--- config.mk ---
export PLATFORM = sky130hd
export DESIGN_NAME = ebcc_core
export DESIGN_NICKNAME = d
export VERILOG_FILES = /design/src/ebcc_core.v
export VERILOG_INCLUDE_DIRS = /design/src
export SDC_FILE = /design/constraint.sdc
export NUM_CORES = 1
export LEC_CHECK = 0
export BUFFER_PORTS_ARGS = -buffer_cell sky130_fd_sc_hd__clkbuf_2
export CAP_MARGIN = 20
export CORE_UTILIZATION = 55
export DETAILED_ROUTE_END_ITERATION = 6
export PLACE_DENSITY = 0.79
export SYNTH_ARGS = -nofsm -noshare
export SYNTH_HDL_FRONTEND = slang
export SYNTH_SLANG_ARGS = --single-unit
--- constraint.sdc ---
create_clock -name clk -period 8.4 [get_ports clk]
set_clock_uncertainty 0.2 [all_clocks]
set_input_delay 0.84 -clock clk [delete_from_list [all_inputs] [get_ports clk]]
set_output_delay 0.84 -clock clk [all_outputs]
set_load 0.005 [all_outputs]
--- src/ebcc_core_defines.vh ---
`ifndef EBCC_CORE_DEFINES_VH
`define EBCC_CORE_DEFINES_VH

// widths and fixed addresses
`define EBCC_PC_W 14
`define EBCC_ROM_TEST_BASE 14'h1fe0
`define EBCC_PC_RESET 14'h0000
`define EBCC_PTR_RESET 8'h00
`define EBCC_ONE 8'h01

// cycle step numbers inside one instruction
`define EBCC_S_FETCH 4'h0
`define EBCC_S_OPND 4'h1
`define EBCC_S_MEM 4'h2
`define EBCC_S_EXE 4'h3
`define EBCC_S_WB 4'h4

// instruction lengths in clock cycles
`define EBCC_CYC_SHORT 4'h4
`define EBCC_CYC_IO 4'h5
`define EBCC_CYC_IDX 4'h6
`define EBCC_CYC_RMW 4'h7
`define EBCC_CYC_RMWX 4'h8
`define EBCC_CYC_CALL 4'ha
`define EBCC_CYC_TABLE 4'he

// arithmetic block: opcodes 0x01..0x1d, three modes per group except MOVX, which has data and direct only
`define EBCC_ARITH_LO 8'h01
`define EBCC_ARITH_HI 8'h1d
`define EBCC_MODES 8'h03
`define EBCC_M_DATA 8'h00
`define EBCC_M_DIRECT 8'h01
`define EBCC_M_INDEX 8'h02
`define EBCC_G_ADD 8'h00
`define EBCC_G_ADC 8'h01
`define EBCC_G_SUB 8'h02
`define EBCC_G_SBB 8'h03
`define EBCC_G_OR 8'h04
`define EBCC_G_AND 8'h05
`define EBCC_G_XOR 8'h06
`define EBCC_G_CMP 8'h07
`define EBCC_G_MOVA 8'h08
`define EBCC_G_MOVX 8'h09

// single opcodes
`define EBCC_OP_HALT 8'h00
`define EBCC_OP_PAGE_ADVANCE_OP 8'h1f
`define EBCC_OP_NOP 8'h20
`define EBCC_OP_INCA 8'h21
`define EBCC_OP_INCX 8'h22
`define EBCC_OP_INCD 8'h23
`define EBCC_OP_INCI 8'h24
`define EBCC_OP_DECA 8'h25
`define EBCC_OP_DECX 8'h26
`define EBCC_OP_DECD 8'h27
`define EBCC_OP_DECI 8'h28
`define EBCC_OP_IO_READ_OP 8'h29
`define EBCC_OP_IOWR 8'h2a
`define EBCC_OP_POPA 8'h2b
`define EBCC_OP_POPX 8'h2c
`define EBCC_OP_PUSHA 8'h2d
`define EBCC_OP_PUSHX 8'h2e
`define EBCC_OP_SWAX 8'h2f
`define EBCC_OP_SWDSP 8'h30
`define EBCC_OP_STD 8'h31
`define EBCC_OP_STI 8'h32
`define EBCC_OP_ORD 8'h33
`define EBCC_OP_ORI 8'h34
`define EBCC_OP_ANDD 8'h35
`define EBCC_OP_ANDI 8'h36
`define EBCC_OP_XORD 8'h37
`define EBCC_OP_XORI 8'h38
`define EBCC_OP_IO_WRITE_INDEXED_OP 8'h39
`define EBCC_OP_CPL 8'h3a
`define EBCC_OP_ASL 8'h3b
`define EBCC_OP_ASR 8'h3c
`define EBCC_OP_RLC 8'h3d
`define EBCC_OP_RRC 8'h3e
`define EBCC_OP_RET 8'h3f
`define EBCC_OP_MOVAX 8'h40
`define EBCC_OP_MOVXA 8'h41
`define EBCC_OP_MOVPSP 8'h60
`define EBCC_OP_DI 8'h70
`define EBCC_OP_EI 8'h72
`define EBCC_OP_RETURN_FROM_INTERRUPT 8'h73

// high-nibble opcode families carrying a 12-bit address
`define EBCC_N_CALLHI 4'h5
`define EBCC_N_JMP 4'h8
`define EBCC_N_CALL 4'h9
`define EBCC_N_JZ 4'ha
`define EBCC_N_JNZ 4'hb
`define EBCC_N_JC 4'hc
`define EBCC_N_JNC 4'hd
`define EBCC_N_JUMP_PLUS_ACCUMULATOR 4'he
`define EBCC_N_INDEX 4'hf
`define EBCC_PAGE_LO 2'b00
`define EBCC_PAGE_HI 2'b01

`endif

--- src/ebcc_core.v ---
// Function
// - decode opcodes, honour listed cycle counts
// - fetch one or two byte instructions
// - 14-bit counter cleared, fetch from zero
// - sequential fetch wraps within page
// - top 32 ROM bytes reserved
// - interrupt/call push counter and flags
// - return-from-interrupt restores flags, return doesn't
// - stack pointer resets zero, loaded, unreadable
// - acknowledge disables interrupts, two pushes
// - pop second then first, then enable
// - call adds two, return subtracts two
// - one 256-byte data RAM shared
// - push predecrements, pop postincrements
// - data pointer resets zero, wraps
// - opcode 30 swaps accumulator and pointer
// - immediate operand is second byte
// - direct operand read from RAM
// - indexed address is constant plus X
`timescale 1ns/10ps
`include "ebcc_core_defines.vh"

module ebcc_core (
  input wire clk,
  input wire rst,
  output wire [13:0] rom_addr,
  input wire [7:0] rom_data,
  output reg [7:0] ram_addr,
  output reg [7:0] ram_wdata,
  output reg ram_we,
  input wire [7:0] ram_rdata,
  output wire [7:0] io_addr,
  output wire [7:0] io_wdata,
  output wire io_we,
  output wire io_re,
  input wire [7:0] io_rdata,
  input wire int_req,
  input wire [13:0] int_vector,
  output wire int_ack,
  output wire int_enabled,
  output wire halted,
  output wire rom_test_area
);

  reg [13:0] pc_r;
  reg [7:0] a_r;
  reg [7:0] x_r;
  reg [7:0] psp_r;
  reg [7:0] dsp_r;
  reg [7:0] op_r;
  reg [7:0] arg_r;
  reg [7:0] mem_r;
  reg [7:0] res_r;
  reg [7:0] ret_hi_r;
  reg [13:0] vec_r;
  reg [3:0] cyc_r;
  reg c_r;
  reg z_r;
  reg ie_r;
  reg irq_r;
  reg halt_r;

  // the interrupt sequence after an acknowledge decodes as a no-op opcode
  wire [7:0] dop = irq_r ? `EBCC_OP_NOP : op_r;
  wire [3:0] nib = dop[7:4];
  wire arith = (dop >= `EBCC_ARITH_LO) && (dop <= `EBCC_ARITH_HI);
  wire [7:0] arel = dop - `EBCC_ARITH_LO;
  wire [7:0] grp = arel / `EBCC_MODES;
  wire [7:0] mode = arel % `EBCC_MODES;
  wire is_call = (nib == `EBCC_N_CALL) || (nib == `EBCC_N_CALLHI);
  wire is_ret = (dop == `EBCC_OP_RET) || (dop == `EBCC_OP_RETURN_FROM_INTERRUPT);
  wire is_push = (dop == `EBCC_OP_PUSHA) || (dop == `EBCC_OP_PUSHX);
  wire is_pop = (dop == `EBCC_OP_POPA) || (dop == `EBCC_OP_POPX);
  wire is_store = (dop == `EBCC_OP_STD) || (dop == `EBCC_OP_STI);
  wire is_rmw = (dop == `EBCC_OP_INCD) || (dop == `EBCC_OP_INCI) ||
    (dop == `EBCC_OP_DECD) || (dop == `EBCC_OP_DECI) ||
    ((dop >= `EBCC_OP_ORD) && (dop <= `EBCC_OP_XORI));
  wire is_idx = (arith && (mode == `EBCC_M_INDEX)) || (dop == `EBCC_OP_INCI) ||
    (dop == `EBCC_OP_DECI) || (dop == `EBCC_OP_STI) || (dop == `EBCC_OP_ORI) ||
    (dop == `EBCC_OP_ANDI) || (dop == `EBCC_OP_XORI) || (dop == `EBCC_OP_IO_WRITE_INDEXED_OP);
  wire rd_mem = (arith && (mode != `EBCC_M_DATA)) || is_rmw;
  wire two_byte = arith || is_rmw || is_store || dop[7] || (nib == `EBCC_N_CALLHI) ||
    ((dop >= `EBCC_OP_IO_READ_OP) && (dop <= `EBCC_OP_IOWR)) || (dop == `EBCC_OP_IO_WRITE_INDEXED_OP);
  // indexed sum kept at eight bits
  wire [7:0] ea = arg_r + (is_idx ? x_r : 8'h00);
  wire [13:0] tgt = {(nib == `EBCC_N_CALLHI) ? `EBCC_PAGE_HI : `EBCC_PAGE_LO, dop[3:0], arg_r};
  wire [13:0] tgt_acc = tgt + {6'h00, a_r};
  wire [7:0] opnd = (mode == `EBCC_M_DATA) ? arg_r : mem_r;
  wire [7:0] pc_lo_inc = pc_r[7:0] + `EBCC_ONE;
  wire [7:0] dsp_dec = dsp_r - `EBCC_ONE;

  // instruction length lookup
  reg [3:0] len;
  always @*
  begin
    len = `EBCC_CYC_SHORT;
    if (irq_r)
      len = `EBCC_CYC_CALL;
    else if (arith)
    begin
      if (grp >= `EBCC_G_MOVA)
        len = (mode == `EBCC_M_DATA) ? `EBCC_CYC_SHORT :
          (mode == `EBCC_M_DIRECT) ? `EBCC_CYC_IO : `EBCC_CYC_IDX;
      else if (grp == `EBCC_G_CMP)
        len = (mode == `EBCC_M_DATA) ? `EBCC_CYC_IO :
          (mode == `EBCC_M_DIRECT) ? `EBCC_CYC_RMW : `EBCC_CYC_RMWX;
      else
        len = (mode == `EBCC_M_DATA) ? `EBCC_CYC_SHORT :
          (mode == `EBCC_M_DIRECT) ? `EBCC_CYC_IDX : `EBCC_CYC_RMW;
    end
    else if (is_call)
      len = `EBCC_CYC_CALL;
    else if (nib == `EBCC_N_JUMP_PLUS_ACCUMULATOR)
      len = `EBCC_CYC_RMW;
    else if (nib == `EBCC_N_INDEX)
      len = `EBCC_CYC_TABLE;
    else if (dop[7])
      len = `EBCC_CYC_IO;
    else
      case (dop)
        `EBCC_OP_HALT, `EBCC_OP_INCD, `EBCC_OP_DECD, `EBCC_OP_ORD, `EBCC_OP_ANDD,
        `EBCC_OP_XORD: len = `EBCC_CYC_RMW;
        `EBCC_OP_INCI, `EBCC_OP_DECI, `EBCC_OP_ORI, `EBCC_OP_ANDI, `EBCC_OP_XORI,
        `EBCC_OP_RET, `EBCC_OP_RETURN_FROM_INTERRUPT: len = `EBCC_CYC_RMWX;
        `EBCC_OP_IO_READ_OP, `EBCC_OP_IOWR, `EBCC_OP_PUSHA, `EBCC_OP_PUSHX, `EBCC_OP_SWAX,
        `EBCC_OP_SWDSP, `EBCC_OP_STD: len = `EBCC_CYC_IO;
        `EBCC_OP_STI, `EBCC_OP_IO_WRITE_INDEXED_OP: len = `EBCC_CYC_IDX;
        default: len = `EBCC_CYC_SHORT;
      endcase
  end

  wire last = (cyc_r == (len - 4'h1));

  // alu: result, carry out and which targets update
  reg [8:0] alu;
  reg wr_a;
  reg wr_x;
  reg wr_c;
  reg wr_z;
  always @*
  begin
    alu = 9'h000;
    wr_a = 1'b0;
    wr_x = 1'b0;
    wr_c = 1'b1;
    wr_z = 1'b1;
    if (arith)
    begin
      wr_a = (grp < `EBCC_G_CMP) || (grp == `EBCC_G_MOVA);
      wr_x = (grp == `EBCC_G_MOVX);
      wr_c = (grp <= `EBCC_G_SBB) || (grp == `EBCC_G_CMP);
      wr_z = (grp <= `EBCC_G_CMP);
      case (grp)
        `EBCC_G_ADD: alu = {1'b0, a_r} + {1'b0, opnd};
        `EBCC_G_ADC: alu = {1'b0, a_r} + {1'b0, opnd} + {8'h00, c_r};
        `EBCC_G_SUB, `EBCC_G_CMP: alu = {1'b0, a_r} - {1'b0, opnd};
        `EBCC_G_SBB: alu = {1'b0, a_r} - {1'b0, opnd} - {8'h00, c_r};
        `EBCC_G_OR: alu = {1'b0, a_r | opnd};
        `EBCC_G_AND: alu = {1'b0, a_r & opnd};
        `EBCC_G_XOR: alu = {1'b0, a_r ^ opnd};
        default: alu = {1'b0, opnd};
      endcase
    end
    else
      case (dop)
        `EBCC_OP_INCA: begin alu = {1'b0, a_r} + 9'h001; wr_a = 1'b1; end
        `EBCC_OP_INCX: begin alu = {1'b0, x_r} + 9'h001; wr_x = 1'b1; end
        `EBCC_OP_DECA: begin alu = {1'b0, a_r} - 9'h001; wr_a = 1'b1; end
        `EBCC_OP_DECX: begin alu = {1'b0, x_r} - 9'h001; wr_x = 1'b1; end
        `EBCC_OP_INCD, `EBCC_OP_INCI: alu = {1'b0, mem_r} + 9'h001;
        `EBCC_OP_DECD, `EBCC_OP_DECI: alu = {1'b0, mem_r} - 9'h001;
        `EBCC_OP_ORD, `EBCC_OP_ORI: begin alu = {1'b0, mem_r | a_r}; wr_c = 1'b0; end
        `EBCC_OP_ANDD, `EBCC_OP_ANDI: begin alu = {1'b0, mem_r & a_r}; wr_c = 1'b0; end
        `EBCC_OP_XORD, `EBCC_OP_XORI: begin alu = {1'b0, mem_r ^ a_r}; wr_c = 1'b0; end
        `EBCC_OP_CPL: begin alu = {1'b0, ~a_r}; wr_a = 1'b1; wr_c = 1'b0; end
        `EBCC_OP_ASL: begin alu = {a_r, 1'b0}; wr_a = 1'b1; end
        `EBCC_OP_ASR: begin alu = {a_r[0], a_r[7], a_r[7:1]}; wr_a = 1'b1; end
        `EBCC_OP_RLC: begin alu = {a_r, c_r}; wr_a = 1'b1; end
        `EBCC_OP_RRC: begin alu = {a_r[0], c_r, a_r[7:1]}; wr_a = 1'b1; end
        `EBCC_OP_MOVAX: begin alu = {1'b0, x_r}; wr_a = 1'b1; wr_c = 1'b0; wr_z = 1'b0; end
        `EBCC_OP_MOVXA: begin alu = {1'b0, a_r}; wr_x = 1'b1; wr_c = 1'b0; wr_z = 1'b0; end
        default: begin wr_c = 1'b0; wr_z = 1'b0; end
      endcase
  end

  // ram port: stack, data stack and operand traffic share one RAM
  always @*
  begin
    ram_addr = ea;
    ram_wdata = a_r;
    ram_we = 1'b0;
    if (cyc_r == `EBCC_S_MEM)
    begin
      if (is_push)
      begin
        ram_addr = dsp_dec;
        ram_wdata = (dop == `EBCC_OP_PUSHA) ? a_r : x_r;
        ram_we = 1'b1;
      end
      else if (is_pop)
        ram_addr = dsp_r;
      else if (is_call || irq_r)
      begin
        ram_addr = psp_r;
        ram_wdata = pc_r[7:0];
        ram_we = 1'b1;
      end
    end
    else if (cyc_r == `EBCC_S_EXE)
    begin
      if (is_call || irq_r || is_ret)
      begin
        ram_addr = psp_r;
        ram_wdata = {c_r, z_r, pc_r[13:8]};
        ram_we = is_call || irq_r;
      end
      else
        ram_we = is_store;
    end
    else if (cyc_r == `EBCC_S_WB)
    begin
      if (is_ret)
        ram_addr = psp_r;
      else
      begin
        ram_wdata = res_r;
        ram_we = is_rmw;
      end
    end
  end

  assign rom_addr = ((cyc_r == `EBCC_S_MEM) && (nib == `EBCC_N_INDEX)) ? tgt_acc : pc_r;
  assign io_addr = ea;
  assign io_wdata = a_r;
  assign io_re = (cyc_r == `EBCC_S_MEM) && (dop == `EBCC_OP_IO_READ_OP) && !halt_r;
  assign io_we = (cyc_r == `EBCC_S_MEM) && !halt_r &&
    ((dop == `EBCC_OP_IOWR) || (dop == `EBCC_OP_IO_WRITE_INDEXED_OP));
  assign int_ack = (cyc_r == `EBCC_S_FETCH) && ie_r && int_req && !halt_r;
  assign int_enabled = ie_r;
  assign halted = halt_r;
  assign rom_test_area = (pc_r >= `EBCC_ROM_TEST_BASE);

  // instruction sequencer
  always @(posedge clk)
  begin
    if (rst)
    begin
      pc_r <= `EBCC_PC_RESET;
      a_r <= 8'h00;
      x_r <= 8'h00;
      psp_r <= `EBCC_PTR_RESET;
      dsp_r <= `EBCC_PTR_RESET;
      op_r <= `EBCC_OP_NOP;
      arg_r <= 8'h00;
      mem_r <= 8'h00;
      res_r <= 8'h00;
      ret_hi_r <= 8'h00;
      vec_r <= `EBCC_PC_RESET;
      cyc_r <= `EBCC_S_FETCH;
      c_r <= 1'b0;
      z_r <= 1'b0;
      ie_r <= 1'b0;
      irq_r <= 1'b0;
      halt_r <= 1'b0;
    end
    else if (!halt_r)
    begin
      cyc_r <= last ? `EBCC_S_FETCH : cyc_r + 4'h1;
      case (cyc_r)
        `EBCC_S_FETCH:
        begin
          if (int_ack)
          begin
            irq_r <= 1'b1;
            ie_r <= 1'b0;
            vec_r <= int_vector;
          end
          else
          begin
            op_r <= rom_data;
            pc_r <= {pc_r[13:8], pc_lo_inc};
          end
        end
        `EBCC_S_OPND:
        begin
          if (two_byte)
          begin
            arg_r <= rom_data;
            pc_r <= {pc_r[13:8], pc_lo_inc};
          end
        end
        `EBCC_S_MEM:
        begin
          mem_r <= ram_rdata;
          if (is_push)
            dsp_r <= dsp_dec;
          if (is_pop)
            dsp_r <= dsp_r + `EBCC_ONE;
          if (dop == `EBCC_OP_POPA)
            a_r <= ram_rdata;
          if (dop == `EBCC_OP_POPX)
            x_r <= ram_rdata;
          if (is_call || irq_r)
            psp_r <= psp_r + `EBCC_ONE;
          if (is_ret)
            psp_r <= psp_r - `EBCC_ONE;
          if (dop == `EBCC_OP_IO_READ_OP)
            a_r <= io_rdata;
          if (dop == `EBCC_OP_SWAX)
          begin
            a_r <= x_r;
            x_r <= a_r;
          end
          if (dop == `EBCC_OP_SWDSP)
          begin
            a_r <= dsp_r;
            dsp_r <= a_r;
          end
          if (dop == `EBCC_OP_MOVPSP)
            psp_r <= a_r;
          if (dop == `EBCC_OP_DI)
            ie_r <= 1'b0;
          if (dop == `EBCC_OP_EI)
            ie_r <= 1'b1;
          if (nib == `EBCC_N_INDEX)
            a_r <= rom_data;
        end
        `EBCC_S_EXE:
        begin
          res_r <= alu[7:0];
          if (wr_a)
            a_r <= alu[7:0];
          if (wr_x)
            x_r <= alu[7:0];
          if (wr_c)
            c_r <= alu[8];
          if (wr_z)
            z_r <= (alu[7:0] == 8'h00);
          if (is_call || irq_r)
            psp_r <= psp_r + `EBCC_ONE;
          if (is_ret)
          begin
            ret_hi_r <= ram_rdata;
            psp_r <= psp_r - `EBCC_ONE;
          end
        end
        `EBCC_S_WB:
        begin
          if (is_ret)
          begin
            pc_r <= {ret_hi_r[5:0], ram_rdata};
            if (dop == `EBCC_OP_RETURN_FROM_INTERRUPT)
            begin
              c_r <= ret_hi_r[7];
              z_r <= ret_hi_r[6];
            end
          end
        end
        default:
        begin
          irq_r <= irq_r;
        end
      endcase
      // end-of-instruction control transfer
      if (last)
      begin
        irq_r <= 1'b0;
        if (irq_r)
          pc_r <= vec_r;
        else if (is_call || (nib == `EBCC_N_JMP) ||
          ((nib == `EBCC_N_JZ) && z_r) || ((nib == `EBCC_N_JNZ) && !z_r) ||
          ((nib == `EBCC_N_JC) && c_r) || ((nib == `EBCC_N_JNC) && !c_r))
          pc_r <= tgt;
        else if (nib == `EBCC_N_JUMP_PLUS_ACCUMULATOR)
          pc_r <= tgt_acc;
        else if (dop == `EBCC_OP_PAGE_ADVANCE_OP)
          pc_r <= {pc_r[13:8] + 6'h01, pc_r[7:0]};
        if (dop == `EBCC_OP_RETURN_FROM_INTERRUPT)
          ie_r <= 1'b1;
        if (dop == `EBCC_OP_HALT)
          halt_r <= 1'b1;
      end
    end
  end

endmodule // ebcc_core

==> results.sh, run 1 <==
export IMPL_powerDensity_mw_per_mm2=368
export IMPL_drc=12
export IMPL_crit_top_cell="buf_4"
export IMPL_yosysSeqAreaShare=0.165
export IMPL_max_slew_margin=0.245
export IMPL_vias=15700
export IMPL_power_mw=5.33
export IMPL_violations="DRC"
export IMPL_synthArstFlopShare=0
export IMPL_numCtsBuffers=9
export IMPL_drv_cap=0
export IMPL_syn_to_final_growth_pct=9.43
export IMPL_clockBufferDepth=2
export IMPL_utilization=0.616
export IMPL_grt_pass1_vias=14100
export IMPL_ios=94
export IMPL_fmax_mhz=124
export IMPL_gp_congestion=1.08
export IMPL_wl_per_cell_um=24.3
export IMPL_hpwl_um=40800
export IMPL_portBuffers=93
export IMPL_path_clk_slew_ps=80
export IMPL_cts_num_sinks=109
export IMPL_finalMaxSlewViolations=0
export IMPL_critical_path_max_stage_delay_ps=400
export IMPL_cts_tree="done"
export IMPL_synth_area_top_cells="dfxtp_1 (16%), ha_1 (9.1%), a21oi_1 (7.3%), nand2_1 (6.0%), nor2_1 (5.4%)"
export IMPL_holdWs_ps=265
export IMPL_grt_start_max_net_pins=99
export IMPL_syn_avg_cell_area_um2=7.02
export IMPL_crit_type="register to output pin"
export IMPL_wl_um=54900
export IMPL_cp_arrival_ps=7020
export IMPL_synth_flop_cell="dfxtp_1"
export IMPL_num_rows=56
export IMPL_holdCritPathClass="register to register"
export IMPL_dieHeight_um=157
export IMPL_p_leak_nw=5.71
export IMPL_initial_utilization=0.563
export IMPL_viasPerCell=6.95
export IMPL_drive_gt1_frac=0.125
export IMPL_htree_levels=3
export IMPL_cp_top_family="compound AO/OA/AOI/OAI gates"
export IMPL_finalCriticalPeriod_ps=8060
export IMPL_dieArea_mm2=0.0247
export IMPL_status="finished with violations"
export IMPL_syn_nets=2031
export IMPL_yosys_warnings=0
export IMPL_yosysTopAreaCellShare=0.165
export IMPL_die_w_um=157
export IMPL_cp_slowest_cell="nor4_4"
export IMPL_synth_largest_area_cell="dfxtp_1"
export IMPL_path_max_fanout=28
export IMPL_synthCells=1887
export IMPL_syn_area_mm2=0.0132
export IMPL_fin_crit_sh=0.960
export IMPL_critical_path_required_ps=7360
export IMPL_startpoint_type="register"
export IMPL_grt_overflow=0
export IMPL_antenna_found_initial=0
export IMPL_synth_distinct_cells=101
export IMPL_worst_pin_slew_ps=1130
export IMPL_hold_viol=0
export IMPL_final_common_cell="nand2_1"
export IMPL_mostFrequentLayoutCells="nand2_1 (211), a21oi_1 (191), nor2_1 (188)"
export IMPL_dr_pass1_iters=7
export IMPL_nets=2079
export IMPL_ctsRootBufferMaster="clkbuf_16"
export IMPL_peakVddDrop_mv=0.309
export IMPL_clk_latency_ps=370
export IMPL_crit_buf_inv=6
export IMPL_nFillCells=2244
export IMPL_dr_first_iter_drc_count=2382
export IMPL_critPathCaptureType="output pin"
export IMPL_ys_seq_elements=109
export IMPL_coreArea_mm2=0.0235
export IMPL_setup_viol=0
export IMPL_track_usage=0.437
export IMPL_antenna_left=0
export IMPL_grt_pass1_wl_um=82200
export IMPL_synth_edf_count=0
[final cells by class]
type                    count  area [um2]  share of cell area
diodes                      1        2.50            0.000173
clock buffers               9         225              0.0155
clock inverters             7        77.6             0.00535
inverters                  86         323              0.0223
multi-input cells        1561       10200               0.707
flip-flops and latches    109        2190               0.151
well taps                 319         399              0.0275
repair buffers            168        1030              0.0714
[cells by family after synthesis]
| kind of cell | synth area share |
|---|---|
| muxes | 0.0529 |
| xor gates and xnor gates | 0.0562 |
| and+or+nand+nor | 0.240 |
| buffers and inverters | 0.0651 |
| adders and majority gates | 0.101 |
| AOI/OAI and AO/OA | 0.319 |
| DFF | 0.165 |
[cell usage after synthesis (all sizes together), types with 20 or more instances]
cell	number
a21oi	193
xnor2	62
nor3	47
o21ai	136
a21o	20
nand2	212
o22ai	25
mux2i	53
dfxtp	109
inv	85
nand3	60
ha	96
nor2	190
xor2	23
a211oi	41
buf	22
and3	23
clkbuf	109
a221oi	30
o21bai	22
and2	20
[worst register-to-register path, delay by kind of cell, from the launching register on]
| kind | cells | cell delay (ps) |
|---|---|---|
| multiplexers | 1 | 160 |
| AND/OR/NAND/NOR | 14 | 3030 |
| AO/OA/AOI/OAI | 9 | 1720 |
| flip-flops | 1 | 320 |
| XOR/XNOR | 3 | 410 |
| adder cells (fa/ha/maj) | 4 | 1060 |
| buffers and inverters | 6 | 830 |
[path summary, 6_finish.rpt]
check         startpoint     endpoint  slack, ps  cells after the start
max              op_r[3]  ram_addr[7]        340                     34
min          ret_hi_r[7]  ret_hi_r[7]        260                      2
max reg2reg      op_r[3]          z_r        620                     37
min reg2reg  ret_hi_r[7]  ret_hi_r[7]        260                      2
[flip-flops by register name (all words and copies together), names as in the netlist, 4 cells and up]
signal and count:
arg_r 8, cyc_r 4, dsp_r 8, io_wdata 8, mem_r 8, op_r 8
pc_r 14, psp_r 8, res_r 8, ret_hi_r 8, vec_r 14, x_r 8
[stage by stage]
stage | worst slack, ps | TNS [ps] | cells | area (um2)
2_1_floorplan | 373 | 0 | 1887 | 13200
3_3_place_gp | 393 | 0 | 2229 | 14000
3_5_place_dp | 256 | 0 | 2230 | 14100
4_1_cts | 44.3 | 0 | 2246 | 14400
5_1_grt | -4.70 | -4.70 | 2259 | 14500
6_report | 339 | 0 | 2260 | 14500
[per-layer routing]
metal,up-vias,wire [um],track usage
met5,-,0,0
met4,0,3660,0.251
met3,295,6990,0.0873
met2,1227,23500,0.681
met1,7207,20700,0.560
li1,6986,-,-
[report_power, final]
| part | internal, mW | switching (mW) |
|---|---|---|
| Clock | 0.212 | 0.241 |
| Sequential | 0.598 | 0.192 |
| Combinational | 1.54 | 2.55 |
[timing repair]
| item | in CTS | in global routing |
|---|---|---|
| endpoints found under the setup margin | 2 | 16 |
| gates cloned | 0 | 0 |
| gates resized for setup | 1 | 9 |
| hold endpoints to repair | 0 | 0 |
| pin swaps | 0 | 4 |
| hold buffers | 0 | 0 |
| buffers inserted | 0 | 10 |
Power figures use the tool's default switching activity.
==> run 2, diff against run 1 <==
- HOLD_SLACK_MARGIN: default -> 0.03
- MAX_ROUTING_LAYER: default -> met4
==> run 2 against run 1 <==
  * Cell count down 0.22%
  * Wire length up 3.1%
  * Via count up 0.46%
  * Maximum frequency up 1.4%
  * The flow now finishes without violations
  * Non-clock buffer count down 3
  * Clock-buffer cell count unchanged
==> results.sh, run 2 (same netlist as run 1, synthesis figures left out) <==
export IMPL_reg2reg_setup_slack_ps=450
export IMPL_syn_to_final_growth_pct=9.51
export IMPL_worstRegToRegCells=35
export IMPL_portBuffers=93
export IMPL_coreArea_mm2=0.0235
export IMPL_initial_utilization=0.563
export IMPL_grt_pass1_vias=14200
export IMPL_ios=94
export IMPL_cp_arrival_ps=8050
export IMPL_die_w_um=157
export IMPL_dr_first_iter_drc_count=2241
export IMPL_p_leak_nw=5.70
export IMPL_startpoint_type="register"
export IMPL_nets=2076
export IMPL_num_rows=56
export IMPL_holdCritPathClass="register to register"
export IMPL_grt_pass1_wl_um=83900
export IMPL_status="completed"
export IMPL_critical_path_required_ps=8500
export IMPL_grt_overflow=0
export IMPL_powerDensity_mw_per_mm2=370
export IMPL_worst_pin_slew_ps=1010
export IMPL_utilization=0.616
export IMPL_path_max_fanout=28
export IMPL_hold_viol=0
export IMPL_post_place_cells=2232
export IMPL_r2r_start="op_r[3]"
export IMPL_dieHeight_um=157
export IMPL_fin_setup_tns_ps=0
export IMPL_max_slew_margin=0.327
export IMPL_track_usage=0.463
export IMPL_cp_slowest_cell="or4_1"
export IMPL_holdWs_ps=260
export IMPL_p_seq_frac=0.146
export IMPL_crit_start="op_r[3]"
export IMPL_finalCriticalPeriod_ps=7950
export IMPL_drive_gt1_frac=0.126
export IMPL_p_sw_mw=3.02
export IMPL_numCtsBuffers=9
export IMPL_cp_top_family="compound AO/OA/AOI/OAI gates"
export IMPL_viasPerCell=7.00
export IMPL_drc=0
export IMPL_path_clk_slew_ps=80
export IMPL_nFillCells=2237
export IMPL_final_cells=2255
export IMPL_antenna_found_initial=0
export IMPL_mostFrequentLayoutCells="nand2_1 (211), a21oi_1 (191), nor2_1 (188)"
export IMPL_switching_share=0.563
export IMPL_fmax_mhz=126
export IMPL_clockBufferDepth=2
export IMPL_hpwl_um=42700
export IMPL_cts_tree="done"
export IMPL_clk_latency_ps=360
export IMPL_gp_congestion=1.08
export IMPL_antenna_left=0
export IMPL_crit_reg2reg_capture="z_r"
export IMPL_peakVddDrop_mv=0.376
export IMPL_wl_um=56600
export IMPL_crit_type="register to register"
export IMPL_dieArea_mm2=0.0247
export IMPL_wl_per_cell_um=25.1
export IMPL_grt_start_max_net_pins=62
export IMPL_fin_crit_sh=0.946
export IMPL_vias=15800
export IMPL_finalMaxSlewViolations=0
export IMPL_largest_registers="pc_r x14, vec_r x14"
export IMPL_critical_path_depth=35
export IMPL_multi_input_area_mm2=0.0103
export IMPL_intPower_mw=2.34
export IMPL_crit_buf_inv=5
export IMPL_cts_num_sinks=109
export IMPL_final_common_cell="nand2_1"
export IMPL_pwr_share_clk=0.082
export IMPL_combPwrFrac=0.772
export IMPL_rsz0062_at_grt="no"
export IMPL_ctsRootBufferMaster="clkbuf_16"
export IMPL_dr_pass1_iters=7
export IMPL_power_mw=5.37
export IMPL_drv_cap=0
export IMPL_critPathCaptureType="register"
export IMPL_critPathCapture="z_r"
export IMPL_setup_viol=0
export IMPL_ff_latch_area_mm2=0.00218
export IMPL_htree_levels=3
export IMPL_critical_path_max_stage_delay_ps=470
export IMPL_n_antenna_cell=0
run 2: timing repair:
item / CTS / global route
hold buffers: 0 / 0
setup endpoints to repair: 1 / 19
resized for setup: 1 / 17
buffers inserted: 0 / 5
pin swaps: 0 / 2
hold endpoints to repair: 0 / 0
run 2: worst min path at each step:
stage,endpoint,cells after the start,start
2_1_floorplan,ret_hi_r[2],2,ret_hi_r[2]
3_3_place_gp,ret_hi_r[3],2,ret_hi_r[3]
3_5_place_dp,ret_hi_r[2],2,ret_hi_r[2]
4_1_cts,ret_hi_r[2],2,ret_hi_r[2]
5_1_grt,vec_r[3],2,vec_r[3]
6_report,ret_hi_r[2],2,ret_hi_r[2]
run 2: area by class of cell:
type | count | area share
Tap cell | 319 | 0.0275
Sequential cell | 109 | 0.151
Clock inverter | 6 | 0.00371
Clock buffer | 9 | 0.0155
Timing Repair Buffer | 165 | 0.0699
Multi-Input combinational cell | 1561 | 0.711
Inverter | 86 | 0.0223
run 2: worst register-to-register path: cells and delay by family, from the launching register on:
family | cells | cell delay [ps]
AO/OA/AOI/OAI | 11 | 2640
AND/OR/NAND/NOR | 9 | 1960
adder cells (fa/ha/maj) | 4 | 1060
buffers and inverters | 5 | 720
XOR/XNOR | 4 | 590
multiplexers | 2 | 410
flip-flops | 1 | 320
run 2: power groups by stage:
stage	Sequential [mW]	Combinational (mW)	Clock (mW)
after global placement	0.776	3.79	0
after CTS	0.765	3.86	0.433
final	0.785	4.14	0.438
after detailed placement	0.778	3.83	0
after floorplan	0.698	2.77	0
after global routing	0.784	4.40	0.453
run 2: layer usage:
| metal | part of all wire | up-vias | global-route usage |
|---|---|---|---|
| met5 | 0 | - | - |
| met3 | 0.12 | 294 | 0.0820 |
| met1 | 0.37 | 7279 | 0.576 |
| met2 | 0.43 | 1217 | 0.706 |
| li1 | - | 6997 | - |
| met4 | 0.067 | 0 | 0.262 |
run 2: stage by stage:
step                      setup WS (ps)  cell area [um2]
final                               450            14500
after global routing               14.5            14500
after CTS                          31.3            14400
after detailed placement            188            14100
after global placement              368            14100
after floorplan                     373            13200
